### src/atc_pkg.sv
// Package of register map, field layout and reset values for the asynchronous 8-bit timer.
package atc_pkg;
  // ****************************************************************
  // Register byte offsets on the bus.
  // ****************************************************************
  localparam logic [7:0] OFS_CTRL_A = 8'h60;
  localparam logic [7:0] OFS_CTRL_B = 8'h64;
  localparam logic [7:0] OFS_COUNT  = 8'h68;
  localparam logic [7:0] OFS_CMP_A  = 8'h6C;
  localparam logic [7:0] OFS_MASK   = 8'h70;
  localparam logic [7:0] OFS_CMP_B  = 8'h74;
  localparam logic [7:0] OFS_STATUS = 8'h78;
  localparam logic [7:0] OFS_FLAGS  = 8'h7C;

  // ****************************************************************
  // Field positions and write masks.
  // ****************************************************************
  localparam int         CB_FORCE_A   = 7;
  localparam int         CB_FORCE_B   = 6;
  localparam int         CB_WAVE_HI   = 3;
  localparam logic [7:0] CTRL_A_WMASK = 8'hF3;
  localparam logic [7:0] CTRL_B_WMASK = 8'h0F;
  localparam int         ST_EXT_CLK   = 6;
  localparam int         ST_ASYNC     = 5;
  localparam int         BUSY_COUNT   = 4;
  localparam int         BUSY_CMP_A   = 3;
  localparam int         BUSY_CMP_B   = 2;
  localparam int         BUSY_CTRL_A  = 1;
  localparam int         BUSY_CTRL_B  = 0;
  localparam int         IRQ_CMP_B    = 2;
  localparam int         IRQ_CMP_A    = 1;
  localparam int         IRQ_OVF      = 0;

  // ****************************************************************
  // Counter limits, reset values and prescaler tap masks.
  // ****************************************************************
  localparam logic [7:0] CNT_BOTTOM   = 8'h00;
  localparam logic [7:0] CNT_MAX      = 8'hFF;
  localparam logic [7:0] REG_RESET    = 8'h00;
  localparam logic [2:0] MASK_RESET   = 3'h0;
  localparam logic [9:0] PRE_DIV8     = 10'h007;
  localparam logic [9:0] PRE_DIV32    = 10'h01F;
  localparam logic [9:0] PRE_DIV64    = 10'h03F;
  localparam logic [9:0] PRE_DIV128   = 10'h07F;
  localparam logic [9:0] PRE_DIV256   = 10'h0FF;
  localparam logic [9:0] PRE_DIV1024  = 10'h3FF;
  localparam logic [2:0] HSIZE_WORD   = 3'h2;

  // Bus slave phase.
  typedef enum logic {
    ATC_BUS_IDLE = 1'b0,
    ATC_BUS_DATA = 1'b1
  } atc_bus_e;
endpackage

### src/atc_timer.sv
// Asynchronous 8-bit timer with compare channels and an AHB-Lite register slave.
// Overview of operation
// - Force strobes act only in non-PWM modes; software keeps them zero in PWM.
// - A force strobe applies a compare action to its output using its output mode.
// - A forced compare sets no flag and never clears the counter.
// - Force bits and control B bits 5:4 always read as zero.
// - Clock select: stop, undivided, then divide by 8,32,64,128,256,1024.
// - The count register is directly readable and writable.
// - A count write suppresses compare match on the next timer clock edge.
// - Both compare registers are compared continuously; matches set flags and drive outputs.
// - External clock enable with async mode enables pin buffer; crystal runs only when clear.
// - Async select picks the core clock or the oscillator pin as timer source.
// - Async writes set busy bits 4..0; hardware clears them when loaded.
// - Count reads are live; compare and control reads return temporary storage.
// - Mask holds three enables in bits 2:0; bits 7:3 read zero; resets zero.
// - Interrupt raised when enable, global enable and matching flag are set.
//
// Decided for this implementation: the AHB-Lite interface to the registers.
module atc_timer #(
  parameter int ADDR_W = 8
) (
  input  wire logic              i_core_clk,
  input  wire logic              i_rst,
  input  wire logic              i_hsel,
  input  wire logic [ADDR_W-1:0] i_haddr,
  input  wire logic [1:0]        i_htrans,
  input  wire logic              i_hwrite,
  input  wire logic [2:0]        i_hsize,
  input  wire logic [31:0]       i_hwdata,
  input  wire logic              i_hready,
  output logic                   o_hreadyout,
  output logic [31:0]            o_hrdata,
  output logic                   o_hresp,
  input  wire logic              i_timer_osc_in_pin,
  input  wire logic              i_global_irq_en,
  output logic                   o_wave_out_a,
  output logic                   o_wave_out_b,
  output logic                   o_irq_overflow,
  output logic                   o_irq_compare_a,
  output logic                   o_irq_compare_b,
  output logic                   o_ext_clock_buf_en,
  output logic                   o_crystal_osc_en
);
  // ****************************************************************
  // State of the block.
  // ****************************************************************
  typedef struct packed {
    atc_pkg::atc_bus_e bus;
    logic [7:0]        addr;
    logic              wr;
    logic              hready;
    logic [31:0]       hrdata;
    logic              pin_s1;
    logic              pin_s2;
    logic              pin_s3;
    logic [9:0]        pre;
    logic [7:0]        cnt;
    logic              down;
    logic              block;
    logic [7:0]        ctrl_a;
    logic [7:0]        ctrl_b;
    logic [7:0]        cmp_a;
    logic [7:0]        cmp_b;
    logic [7:0]        t_ctrl_a;
    logic [7:0]        t_ctrl_b;
    logic [7:0]        t_cnt;
    logic [7:0]        t_cmp_a;
    logic [7:0]        t_cmp_b;
    logic [1:0]        t_force;
    logic [4:0]        busy;
    logic              ext_en;
    logic              as_sel;
    logic [2:0]        mask;
    logic [2:0]        flags;
    logic [2:0]        irq;
    logic              wave_a;
    logic              wave_b;
    logic              osc_en;
    logic              buf_en;
  } atc_state_s;

  atc_state_s st_q;
  atc_state_s st_d;
  logic       src_tick;
  logic       t_tick;
  logic [9:0] tap;
  logic [2:0] wgm;
  logic       pwm;
  logic [7:0] top;
  logic       match_a;
  logic       match_b;
  logic       at_top;
  logic       bottom;
  logic       ovf;
  logic       wr_hit;
  logic [7:0] wdat;
  logic [1:0] force_now;

  // Prescaler tap for a clock select code; zero means every source tick.
  function automatic logic [9:0] div_tap(input logic [2:0] cs);
    case (cs)
      3'h2:    div_tap = atc_pkg::PRE_DIV8;
      3'h3:    div_tap = atc_pkg::PRE_DIV32;
      3'h4:    div_tap = atc_pkg::PRE_DIV64;
      3'h5:    div_tap = atc_pkg::PRE_DIV128;
      3'h6:    div_tap = atc_pkg::PRE_DIV256;
      3'h7:    div_tap = atc_pkg::PRE_DIV1024;
      default: div_tap = 10'h000;
    endcase
  endfunction

  // Non-PWM compare action: toggle, clear or set; mode zero leaves the level alone.
  function automatic logic cmp_act(input logic old, input logic [1:0] com);
    case (com)
      2'h1:    cmp_act = ~old;
      2'h2:    cmp_act = 1'b0;
      2'h3:    cmp_act = 1'b1;
      default: cmp_act = old;
    endcase
  endfunction

  // Next waveform level for one channel on a timer tick.
  function automatic logic wave_step(input logic old, input logic [1:0] com,
                                     input logic pw, input logic fast,
                                     input logic dn, input logic mt, input logic bt);
    wave_step = old;
    if (!pw) begin
      if (mt) begin
        wave_step = cmp_act(old, com);
      end
    end else if (com[1]) begin
      if (mt) begin
        wave_step = com[0] ^ (dn & ~fast);
      end else if (bt && fast) begin
        wave_step = ~com[0];
      end
    end
  endfunction

  // ****************************************************************
  // Timer source and tick decode.
  // ****************************************************************
  // The pin edge is taken from the second and third stages only.
  assign src_tick  = st_q.as_sel ? (st_q.pin_s2 & ~st_q.pin_s3) : 1'b1;
  assign tap       = div_tap(st_q.ctrl_b[2:0]);
  assign t_tick    = src_tick && (st_q.ctrl_b[2:0] != 3'h0)
                     && ((st_q.pre & tap) == tap);
  assign wgm       = {st_q.ctrl_b[atc_pkg::CB_WAVE_HI], st_q.ctrl_a[1:0]};
  assign pwm       = wgm[0];
  assign top       = (wgm[2] || wgm == 3'h2) ? st_q.cmp_a : atc_pkg::CNT_MAX;
  assign at_top    = st_q.cnt == top;
  // A fresh count write blocks matches for exactly one timer tick.
  assign match_a   = t_tick && !st_q.block && st_q.cnt == st_q.cmp_a;
  assign match_b   = t_tick && !st_q.block && st_q.cnt == st_q.cmp_b;
  assign bottom    = pwm && wgm[1] && at_top;
  assign ovf       = t_tick && (wgm[1:0] == 2'h1
                     ? (st_q.down && st_q.cnt == atc_pkg::CNT_BOTTOM)
                     : (pwm ? at_top : st_q.cnt == atc_pkg::CNT_MAX));
  assign wr_hit    = st_q.bus == atc_pkg::ATC_BUS_DATA && st_q.wr;
  assign wdat      = i_hwdata[7:0];
  assign force_now = (wr_hit && !st_q.as_sel && st_q.addr == atc_pkg::OFS_CTRL_B)
                     ? wdat[atc_pkg::CB_FORCE_A -: 2]
                     : ((src_tick && st_q.busy[atc_pkg::BUSY_CTRL_B]) ? st_q.t_force : 2'h0);

  // ****************************************************************
  // Next-state logic.
  // ****************************************************************
  // Order: counting, then async loads, then bus writes, so a write in the
  // same cycle as a load leaves its busy bit set and is loaded next tick.
  always_comb begin
    st_d        = st_q;
    st_d.pin_s1 = i_timer_osc_in_pin;
    st_d.pin_s2 = st_q.pin_s1;
    st_d.pin_s3 = st_q.pin_s2;
    st_d.hready = 1'b1;
    if (src_tick) begin
      st_d.pre = (st_d.pre == atc_pkg::PRE_DIV1024) ? 10'h000 : st_q.pre + 10'h001;
    end
    // Counting; the lower limit is zero in every mode.
    if (t_tick) begin
      st_d.block = 1'b0;
      if (wgm[1:0] == 2'h1) begin
        if (!st_q.down && at_top) begin
          st_d.down = 1'b1;
          st_d.cnt  = st_q.cnt - 8'h01;
        end else if (st_q.down && st_q.cnt == atc_pkg::CNT_BOTTOM) begin
          st_d.down = 1'b0;
          st_d.cnt  = st_q.cnt + 8'h01;
        end else begin
          st_d.cnt  = st_q.down ? st_q.cnt - 8'h01 : st_q.cnt + 8'h01;
        end
      end else if ((wgm == 3'h2 && match_a) || (wgm[1:0] == 2'h3 && at_top)) begin
        st_d.cnt  = atc_pkg::CNT_BOTTOM;
        st_d.down = 1'b0;
      end else begin
        st_d.cnt  = st_q.cnt + 8'h01;
        st_d.down = 1'b0;
      end
      st_d.wave_a = wave_step(st_q.wave_a, st_q.ctrl_a[7:6], pwm, wgm[1], st_q.down,
                              match_a, bottom);
      st_d.wave_b = wave_step(st_q.wave_b, st_q.ctrl_a[5:4], pwm, wgm[1], st_q.down,
                              match_b, bottom);
    end
    // Forced compares touch only the outputs, never flags or the count.
    if (!pwm && force_now[1]) begin
      st_d.wave_a = cmp_act(st_d.wave_a, st_q.ctrl_a[7:6]);
    end
    if (!pwm && force_now[0]) begin
      st_d.wave_b = cmp_act(st_d.wave_b, st_q.ctrl_a[5:4]);
    end
    // Async loads from temporary storage on the synchronised pin edge.
    if (st_q.as_sel && src_tick) begin
      if (st_q.busy[atc_pkg::BUSY_COUNT]) begin
        st_d.cnt   = st_q.t_cnt;
        st_d.block = 1'b1;
      end
      if (st_q.busy[atc_pkg::BUSY_CMP_A]) st_d.cmp_a = st_q.t_cmp_a;
      if (st_q.busy[atc_pkg::BUSY_CMP_B]) st_d.cmp_b = st_q.t_cmp_b;
      if (st_q.busy[atc_pkg::BUSY_CTRL_A]) st_d.ctrl_a = st_q.t_ctrl_a;
      if (st_q.busy[atc_pkg::BUSY_CTRL_B]) st_d.ctrl_b = st_q.t_ctrl_b;
      st_d.busy = 5'h00;
    end
    // Hardware set wins over a same-cycle one-to-clear.
    if (wr_hit && st_q.addr == atc_pkg::OFS_FLAGS) begin
      st_d.flags = st_q.flags & ~wdat[2:0];
    end
    st_d.flags = st_d.flags | {match_b, match_a, ovf};
    st_d.irq   = st_q.flags & st_q.mask & {3{i_global_irq_en}};
    // Bus writes in the data phase.
    if (wr_hit) begin
      if (st_q.addr == atc_pkg::OFS_COUNT) begin
        st_d.t_cnt = wdat;
        if (st_q.as_sel) begin
          st_d.busy[atc_pkg::BUSY_COUNT] = 1'b1;
        end else begin
          st_d.cnt   = wdat;
          st_d.block = 1'b1;
        end
      end else if (st_q.addr == atc_pkg::OFS_CMP_A) begin
        st_d.t_cmp_a = wdat;
        if (st_q.as_sel) st_d.busy[atc_pkg::BUSY_CMP_A] = 1'b1;
        else st_d.cmp_a = wdat;
      end else if (st_q.addr == atc_pkg::OFS_CMP_B) begin
        st_d.t_cmp_b = wdat;
        if (st_q.as_sel) st_d.busy[atc_pkg::BUSY_CMP_B] = 1'b1;
        else st_d.cmp_b = wdat;
      end else if (st_q.addr == atc_pkg::OFS_CTRL_A) begin
        st_d.t_ctrl_a = wdat & atc_pkg::CTRL_A_WMASK;
        if (st_q.as_sel) st_d.busy[atc_pkg::BUSY_CTRL_A] = 1'b1;
        else st_d.ctrl_a = wdat & atc_pkg::CTRL_A_WMASK;
      end else if (st_q.addr == atc_pkg::OFS_CTRL_B) begin
        st_d.t_ctrl_b = wdat & atc_pkg::CTRL_B_WMASK;
        st_d.t_force  = wdat[atc_pkg::CB_FORCE_A -: 2];
        if (st_q.as_sel) st_d.busy[atc_pkg::BUSY_CTRL_B] = 1'b1;
        else st_d.ctrl_b = wdat & atc_pkg::CTRL_B_WMASK;
      end else if (st_q.addr == atc_pkg::OFS_MASK) begin
        st_d.mask = wdat[2:0];
      end else if (st_q.addr == atc_pkg::OFS_STATUS) begin
        st_d.ext_en = wdat[atc_pkg::ST_EXT_CLK];
        st_d.as_sel = wdat[atc_pkg::ST_ASYNC];
      end
    end
    // Pin buffer and crystal follow the status bits.
    st_d.buf_en = st_d.ext_en & st_d.as_sel;
    st_d.osc_en = ~st_d.ext_en & st_d.as_sel;
    // Address phase: every transfer gets one wait state, so writes land
    // before the next read is answered.
    if (st_q.bus == atc_pkg::ATC_BUS_DATA) begin
      st_d.bus    = atc_pkg::ATC_BUS_IDLE;
      st_d.hrdata = 32'h0000_0000;
      if (!st_q.wr) begin
        if (st_q.addr == atc_pkg::OFS_COUNT) begin
          st_d.hrdata[7:0] = st_q.cnt;
        end else if (st_q.addr == atc_pkg::OFS_CMP_A) begin
          st_d.hrdata[7:0] = st_q.t_cmp_a;
        end else if (st_q.addr == atc_pkg::OFS_CMP_B) begin
          st_d.hrdata[7:0] = st_q.t_cmp_b;
        end else if (st_q.addr == atc_pkg::OFS_CTRL_A) begin
          st_d.hrdata[7:0] = st_q.t_ctrl_a;
        end else if (st_q.addr == atc_pkg::OFS_CTRL_B) begin
          st_d.hrdata[7:0] = st_q.t_ctrl_b;
        end else if (st_q.addr == atc_pkg::OFS_MASK) begin
          st_d.hrdata[7:0] = {5'h00, st_q.mask};
        end else if (st_q.addr == atc_pkg::OFS_STATUS) begin
          st_d.hrdata[7:0] = {1'b0, st_q.ext_en, st_q.as_sel, st_q.busy};
        end else if (st_q.addr == atc_pkg::OFS_FLAGS) begin
          st_d.hrdata[7:0] = {5'h00, st_q.flags};
        end
      end
    end else if (i_hsel && i_hready && i_htrans[1]) begin
      st_d.bus    = atc_pkg::ATC_BUS_DATA;
      st_d.hready = 1'b0;
      st_d.addr   = i_haddr[7:0];
      st_d.wr     = i_hwrite && (i_hsize == atc_pkg::HSIZE_WORD);
    end
  end

  // ****************************************************************
  // State register.
  // ****************************************************************
  // Reset clears every register except hready, which resets to one; the mask reset is explicit.
  always_ff @(posedge i_core_clk or posedge i_rst) begin
    if (i_rst) begin
      st_q        <= '0;
      st_q.bus    <= atc_pkg::ATC_BUS_IDLE;
      st_q.hready <= 1'b1;
      st_q.mask   <= atc_pkg::MASK_RESET;
    end else begin
      st_q <= st_d;
    end
  end

  // Outputs straight from the state register; response is always OKAY.
  assign o_hreadyout        = st_q.hready;
  assign o_hrdata           = st_q.hrdata;
  assign o_hresp            = 1'b0;
  assign o_wave_out_a       = st_q.wave_a;
  assign o_wave_out_b       = st_q.wave_b;
  assign o_irq_overflow     = st_q.irq[atc_pkg::IRQ_OVF];
  assign o_irq_compare_a    = st_q.irq[atc_pkg::IRQ_CMP_A];
  assign o_irq_compare_b    = st_q.irq[atc_pkg::IRQ_CMP_B];
  assign o_ext_clock_buf_en = st_q.buf_en;
  assign o_crystal_osc_en   = st_q.osc_en;
endmodule

### config.mk
export PLATFORM = sky130hd
export DESIGN_NAME = atc_timer
export DESIGN_NICKNAME = d
export VERILOG_FILES = /design/src/atc_pkg.sv /design/src/atc_timer.sv
export SDC_FILE = /design/constraint.sdc
export NUM_CORES = 1
export LEC_CHECK = 0
export BUFFER_PORTS_ARGS = -buffer_cell sky130_fd_sc_hd__buf_2
export CAP_MARGIN = 20
export CORE_MARGIN = 5
export CORE_UTILIZATION = 55
export DETAILED_ROUTE_END_ITERATION = 8
export PLACE_DENSITY = 0.8
export SLEW_MARGIN = 0
export SYNTH_ARGS = -nofsm -noshare
export SYNTH_HDL_FRONTEND = slang
export SYNTH_SLANG_ARGS = --single-unit
### constraint.sdc
create_clock -name i_core_clk -period 6.3 [get_ports i_core_clk]
set_input_delay 0.63 -clock i_core_clk [delete_from_list [all_inputs] [get_ports i_core_clk]]
set_output_delay 0.63 -clock i_core_clk [all_outputs]
set_load 0.03 [all_outputs]
### Yosys cells after proc, flatten, opt, wreduce, memory -nomap -nowiden

Cells that the tools add are included.

| word-level totals | value |
|---|---|
| register bits | 130 |
| bits of input ports | 52 |
| output and inout port bits | 41 |
| word-level logic and storage cells | 236 |

| operators by class | value |
|---|---|
| add/subtract/negate cells | 3 |
| eq/ne operators | 31 |
| muxes and demuxes | 103 |
| bitwise logic cells | 27 |
| reductions and logical operators | 40 |

Operator list:

| kind | count |
|---|---|
| two-way mux 8 bit | 34 |
| two-way mux 85 bit | 1 |
| == test 8 x 7 -> 1 bit, second input constant | 8 |
| one-hot mux 10 bit (6 select lines) | 1 |
| two-way mux 16 bit | 3 |
| two-way mux 48 bit | 1 |
| two-way mux 9 bit | 4 |
| two-way mux 33 bit | 1 |
| two-way mux 1 bit | 31 |
| two-way mux 10 bit | 3 |
| == test 8 bit | 3 |
| logical AND 1 bit | 24 |
| two-way mux 24 bit | 1 |
| two-way mux 18 bit | 1 |
| two-way mux 2 bit | 8 |
| NOT 1 bit | 15 |
| == test 3 x 2 -> 1 bit, second input constant | 4 |
| == test 3 bit, second input constant | 4 |
| one-hot mux 1 bit (3 select lines) | 4 |
| two-way mux 11 bit | 1 |
| adder 10 x 1 -> 10 bit, second input constant | 1 |
| bitwise AND 10 bit | 1 |
| == test 10 bit | 1 |
| == test 10 bit, second input constant | 1 |
| other kinds (26) | 48 |

### Longest topological paths before layout

| logic depth | value |
|---|---|
| depth in word-level cells | 23 |
| mapped depth | 11 |
| mapped depth without buffers | 10 |

### Worst setup path after synthesis

OpenSTA, ideal clock, no wires.

| timing path | value |
|---|---|
| path type | register -> register |
| from | register st_q[97] (netlist name) |
| to | register st_q[102] (netlist name) |
| library setup time | 82 ps |
| arrival | 2412 ps |
| required time | 6218 ps |
| path slack | 3806 ps |
| stages on the path, launching flop included | 12 |
| path buffers | 1 |
| period minus slack after synthesis | 2494 ps |
| cell sequence | dfrtp_1 -> buf_2 -> inv_1 -> ha_1 -> nor3b_2 -> nand4_1 -> and2_1 -> nand3_4 -> nor3b_1 -> nor2_1 -> or4_1 -> a31oi_1 |

RTL lines:

| what | RTL line | text |
|---|---|---|
| start: declaration | atc_timer.sv:82 | `atc_state_s st_q;` |
| start signal: assignment | atc_timer.sv:309 | `st_q <= st_d;` |

==> out/metrics.cfg <==
[final_layout]
drive_gt1_frac=0.176
nFillCells=950
layout_commonest_cell=dfrtp_1
insertedDiodeCount=0
nets=803
fin_cells=933
syn_to_final_growth_pct=11.3
design_area_mm2=0.00771
final_cell_mix=dfrtp_1 (123), nand2_1 (92), nor2_1 (51), buf_2 (42), mux2_2 (41)

[placement]
dpl_cell_area_mm2=0.00706
placed_cells=901
place_ws_ps=3240
hpwl_mm=12.7
io_buffers=42
globalplace.congestion=0.967

[synthesis]
ys_seq_elements=124
netlist_area_mm2=0.00693
synth_top_area_frac=0.444
synth_area_leaders=dfrtp_1 (44%), mux2_2 (6.7%), mux2i_1 (5.1%)
synth_cell_types=78
ys_warn_count=0
avgSynthCellArea_um2=9.50
synth_edf_count=0
async_flop_share=1.00
synth_cells=729
synth_top_area_cell=dfrtp_1
yosysSeqAreaShare=0.448
ys.flop_type=dfrtp_1

[floorplanning]
core_area_mm2=0.0125
fp.dieH_um=122
initial_core_util=0.556
row_count=41
io_pins=93
die_w_um=122
dieArea_mm2=0.0149

[clock_tree]
cts_setup_buffers=0
cts-resized-gates=0
cts_tree=done
max-clock-path-buffers=2
cts.sinks=124
clk_pin_slew_ps=60
numCtsBuffers=17
htree_levels=4
clock-root-buffer=clkbuf_16
cts_hold_buf=0
insertion_delay_ps=420

[sta]
finalCritPeriodShare=0.511
setup_slack_ps=3080
slew_viol_final=0
clock_skew_ps=8.11
period_needed_ps=3220
fin_setup_tns_ps=0
hold_violations=0
tightestPinTransition_ps=976
setup_viol=0
slew_headroom=0.349
rsz0062_at_grt=no
fmax_mhz=311

[power]
p_leak_uw=0.00351
finalPower_uw=2140
p_per_area_mw_per_mm2=278
peakVddDrop_uv=218

[critical_path]
path_class=flop to flop
cp_max_fo=16
endpoint_kind=flop
crit_path_start_kind=flop
cp.required_ps=6560
arrival_ps=3480

[grt]
grt_pass1_wl_mm=29.5
antenna_found_initial=0
grt_max_degree=77
grt_usage=0.253
grt_pass1_vias=5578
grt_remaining_overflow=0

[route]
final_antenna_net_count=0
dr.max_layer_used=met4
finalWirelength_mm=18.2
drt_iter0_drc=541
wirelength_met1_mm=7.37
wl_met3_mm=1.46
viasPerCell=6.21
drc_errors=0
vias=5791
met2_length_mm=8.81
wl_per_cell_um=19.5
firstDrtPassIters=6

[status]
status=finished clean

[job]
cap_viol_max_count=0

[hold_path]
min_path_type=primary input to async pin

==> cells by family (layout without fill, tap and decap cells) <==
kind of cell	Yosys count	after routing	synth area share
AO/OA/AOI/OAI	163	163	0.156
XOR/XNOR	17	17	0.0215
adder cells (fa/ha/maj)	3	3	0.00542
buffers and inverters	96	104	0.0728
flip-flops	124	124	0.448
multiplexers	77	77	0.120
other	1	25	0.000541
AND/OR/NAND/NOR	248	248	0.175
==> state kept, by name, summed over array words and instances, names as in the netlist <==
signal	cells
o_irq_compare_b	1
st_q	105
st_d	2
o_crystal_osc_en	1
o_hreadyout	1
o_hrdata	8
o_wave_out_b	1
o_ext_clock_buf_en	1
o_irq_compare_a	1
pwm	1
o_wave_out_a	1
o_irq_overflow	1
==> critical path, stage by stage (launching register included) <==
cell and delay (ps):
dfrtp_1 430, nor4bb_1 380, and2_1 340, and3_1 270, nor2b_1 720, and2_0 690, o21ai_0 220
==> Yosys cell counts, types with 5 or more instances <==
master and number:
a21oi_1 37, a221oi_1 6, a31oi_1 5, and3_1 10, buf_2 7, buf_4 34, clkbuf_1 23, dfrtp_1 123
inv_1 24, mux2_2 41, mux2i_1 35, nand2_1 92, nand2b_1 14, nand3_1 17, nand4_1 6, nor2_1 51
nor2b_1 10, nor3_1 16, o211ai_1 8, o21ai_0 39, o21ai_1 7, o22ai_1 14, xnor2_1 7, xor2_1 10
==> per-stage QoR <==
step	util	hold slack, ps
2_1_floorplan	-	331
3_3_place_gp	0.566	341
3_5_place_dp	0.566	337
4_1_cts	0.618	297
5_1_grt	0.618	313
6_report	0.618	275
==> report_power, final <==
| part | switching [uW] | internal [uW] |
|---|---|---|
| clock network | 381 | 681 |
| registers | 63.0 | 841 |
| logic | 111 | 61.4 |
| total | 555 | 1580 |
==> metal layers <==
metal	vias up	track usage
li1	2587	-
met1	2805	0.331
met2	355	0.422
met3	44	0.0456
met4	0	0.0945
met5	-	0
==> area by class of cell <==
type	count	area, um2	area share
Clock buffer	18	439	0.0570
Clock inverter	14	208	0.0269
Inverter	28	108	0.0140
Multi-Input combinational cell	533	3410	0.442
Sequential cell	124	3100	0.403
Tap cell	172	215	0.0279
Timing Repair Buffer	44	225	0.0292
==> final timing paths <==
| check | start | end | slack [ps] | depth (start not counted) |
|---|---|---|---|---|
| setup reg to reg | st_q[155] | st_q[74] | 3080 | 6 |
| min in group i_core_clk | i_timer_osc_in_pin | st_d[115] | 310 | 1 |
| hold reg to reg | st_d[115] | st_d[114] | 350 | 0 |
| setup / recovery | st_q[155] | st_q[74] | 3080 | 6 |
| max in group asynchronous | i_rst | st_q[43] | 4620 | 3 |
| hold / removal | i_rst | st_d[115] | 280 | 2 |
(Power assumes the default switching activity.)
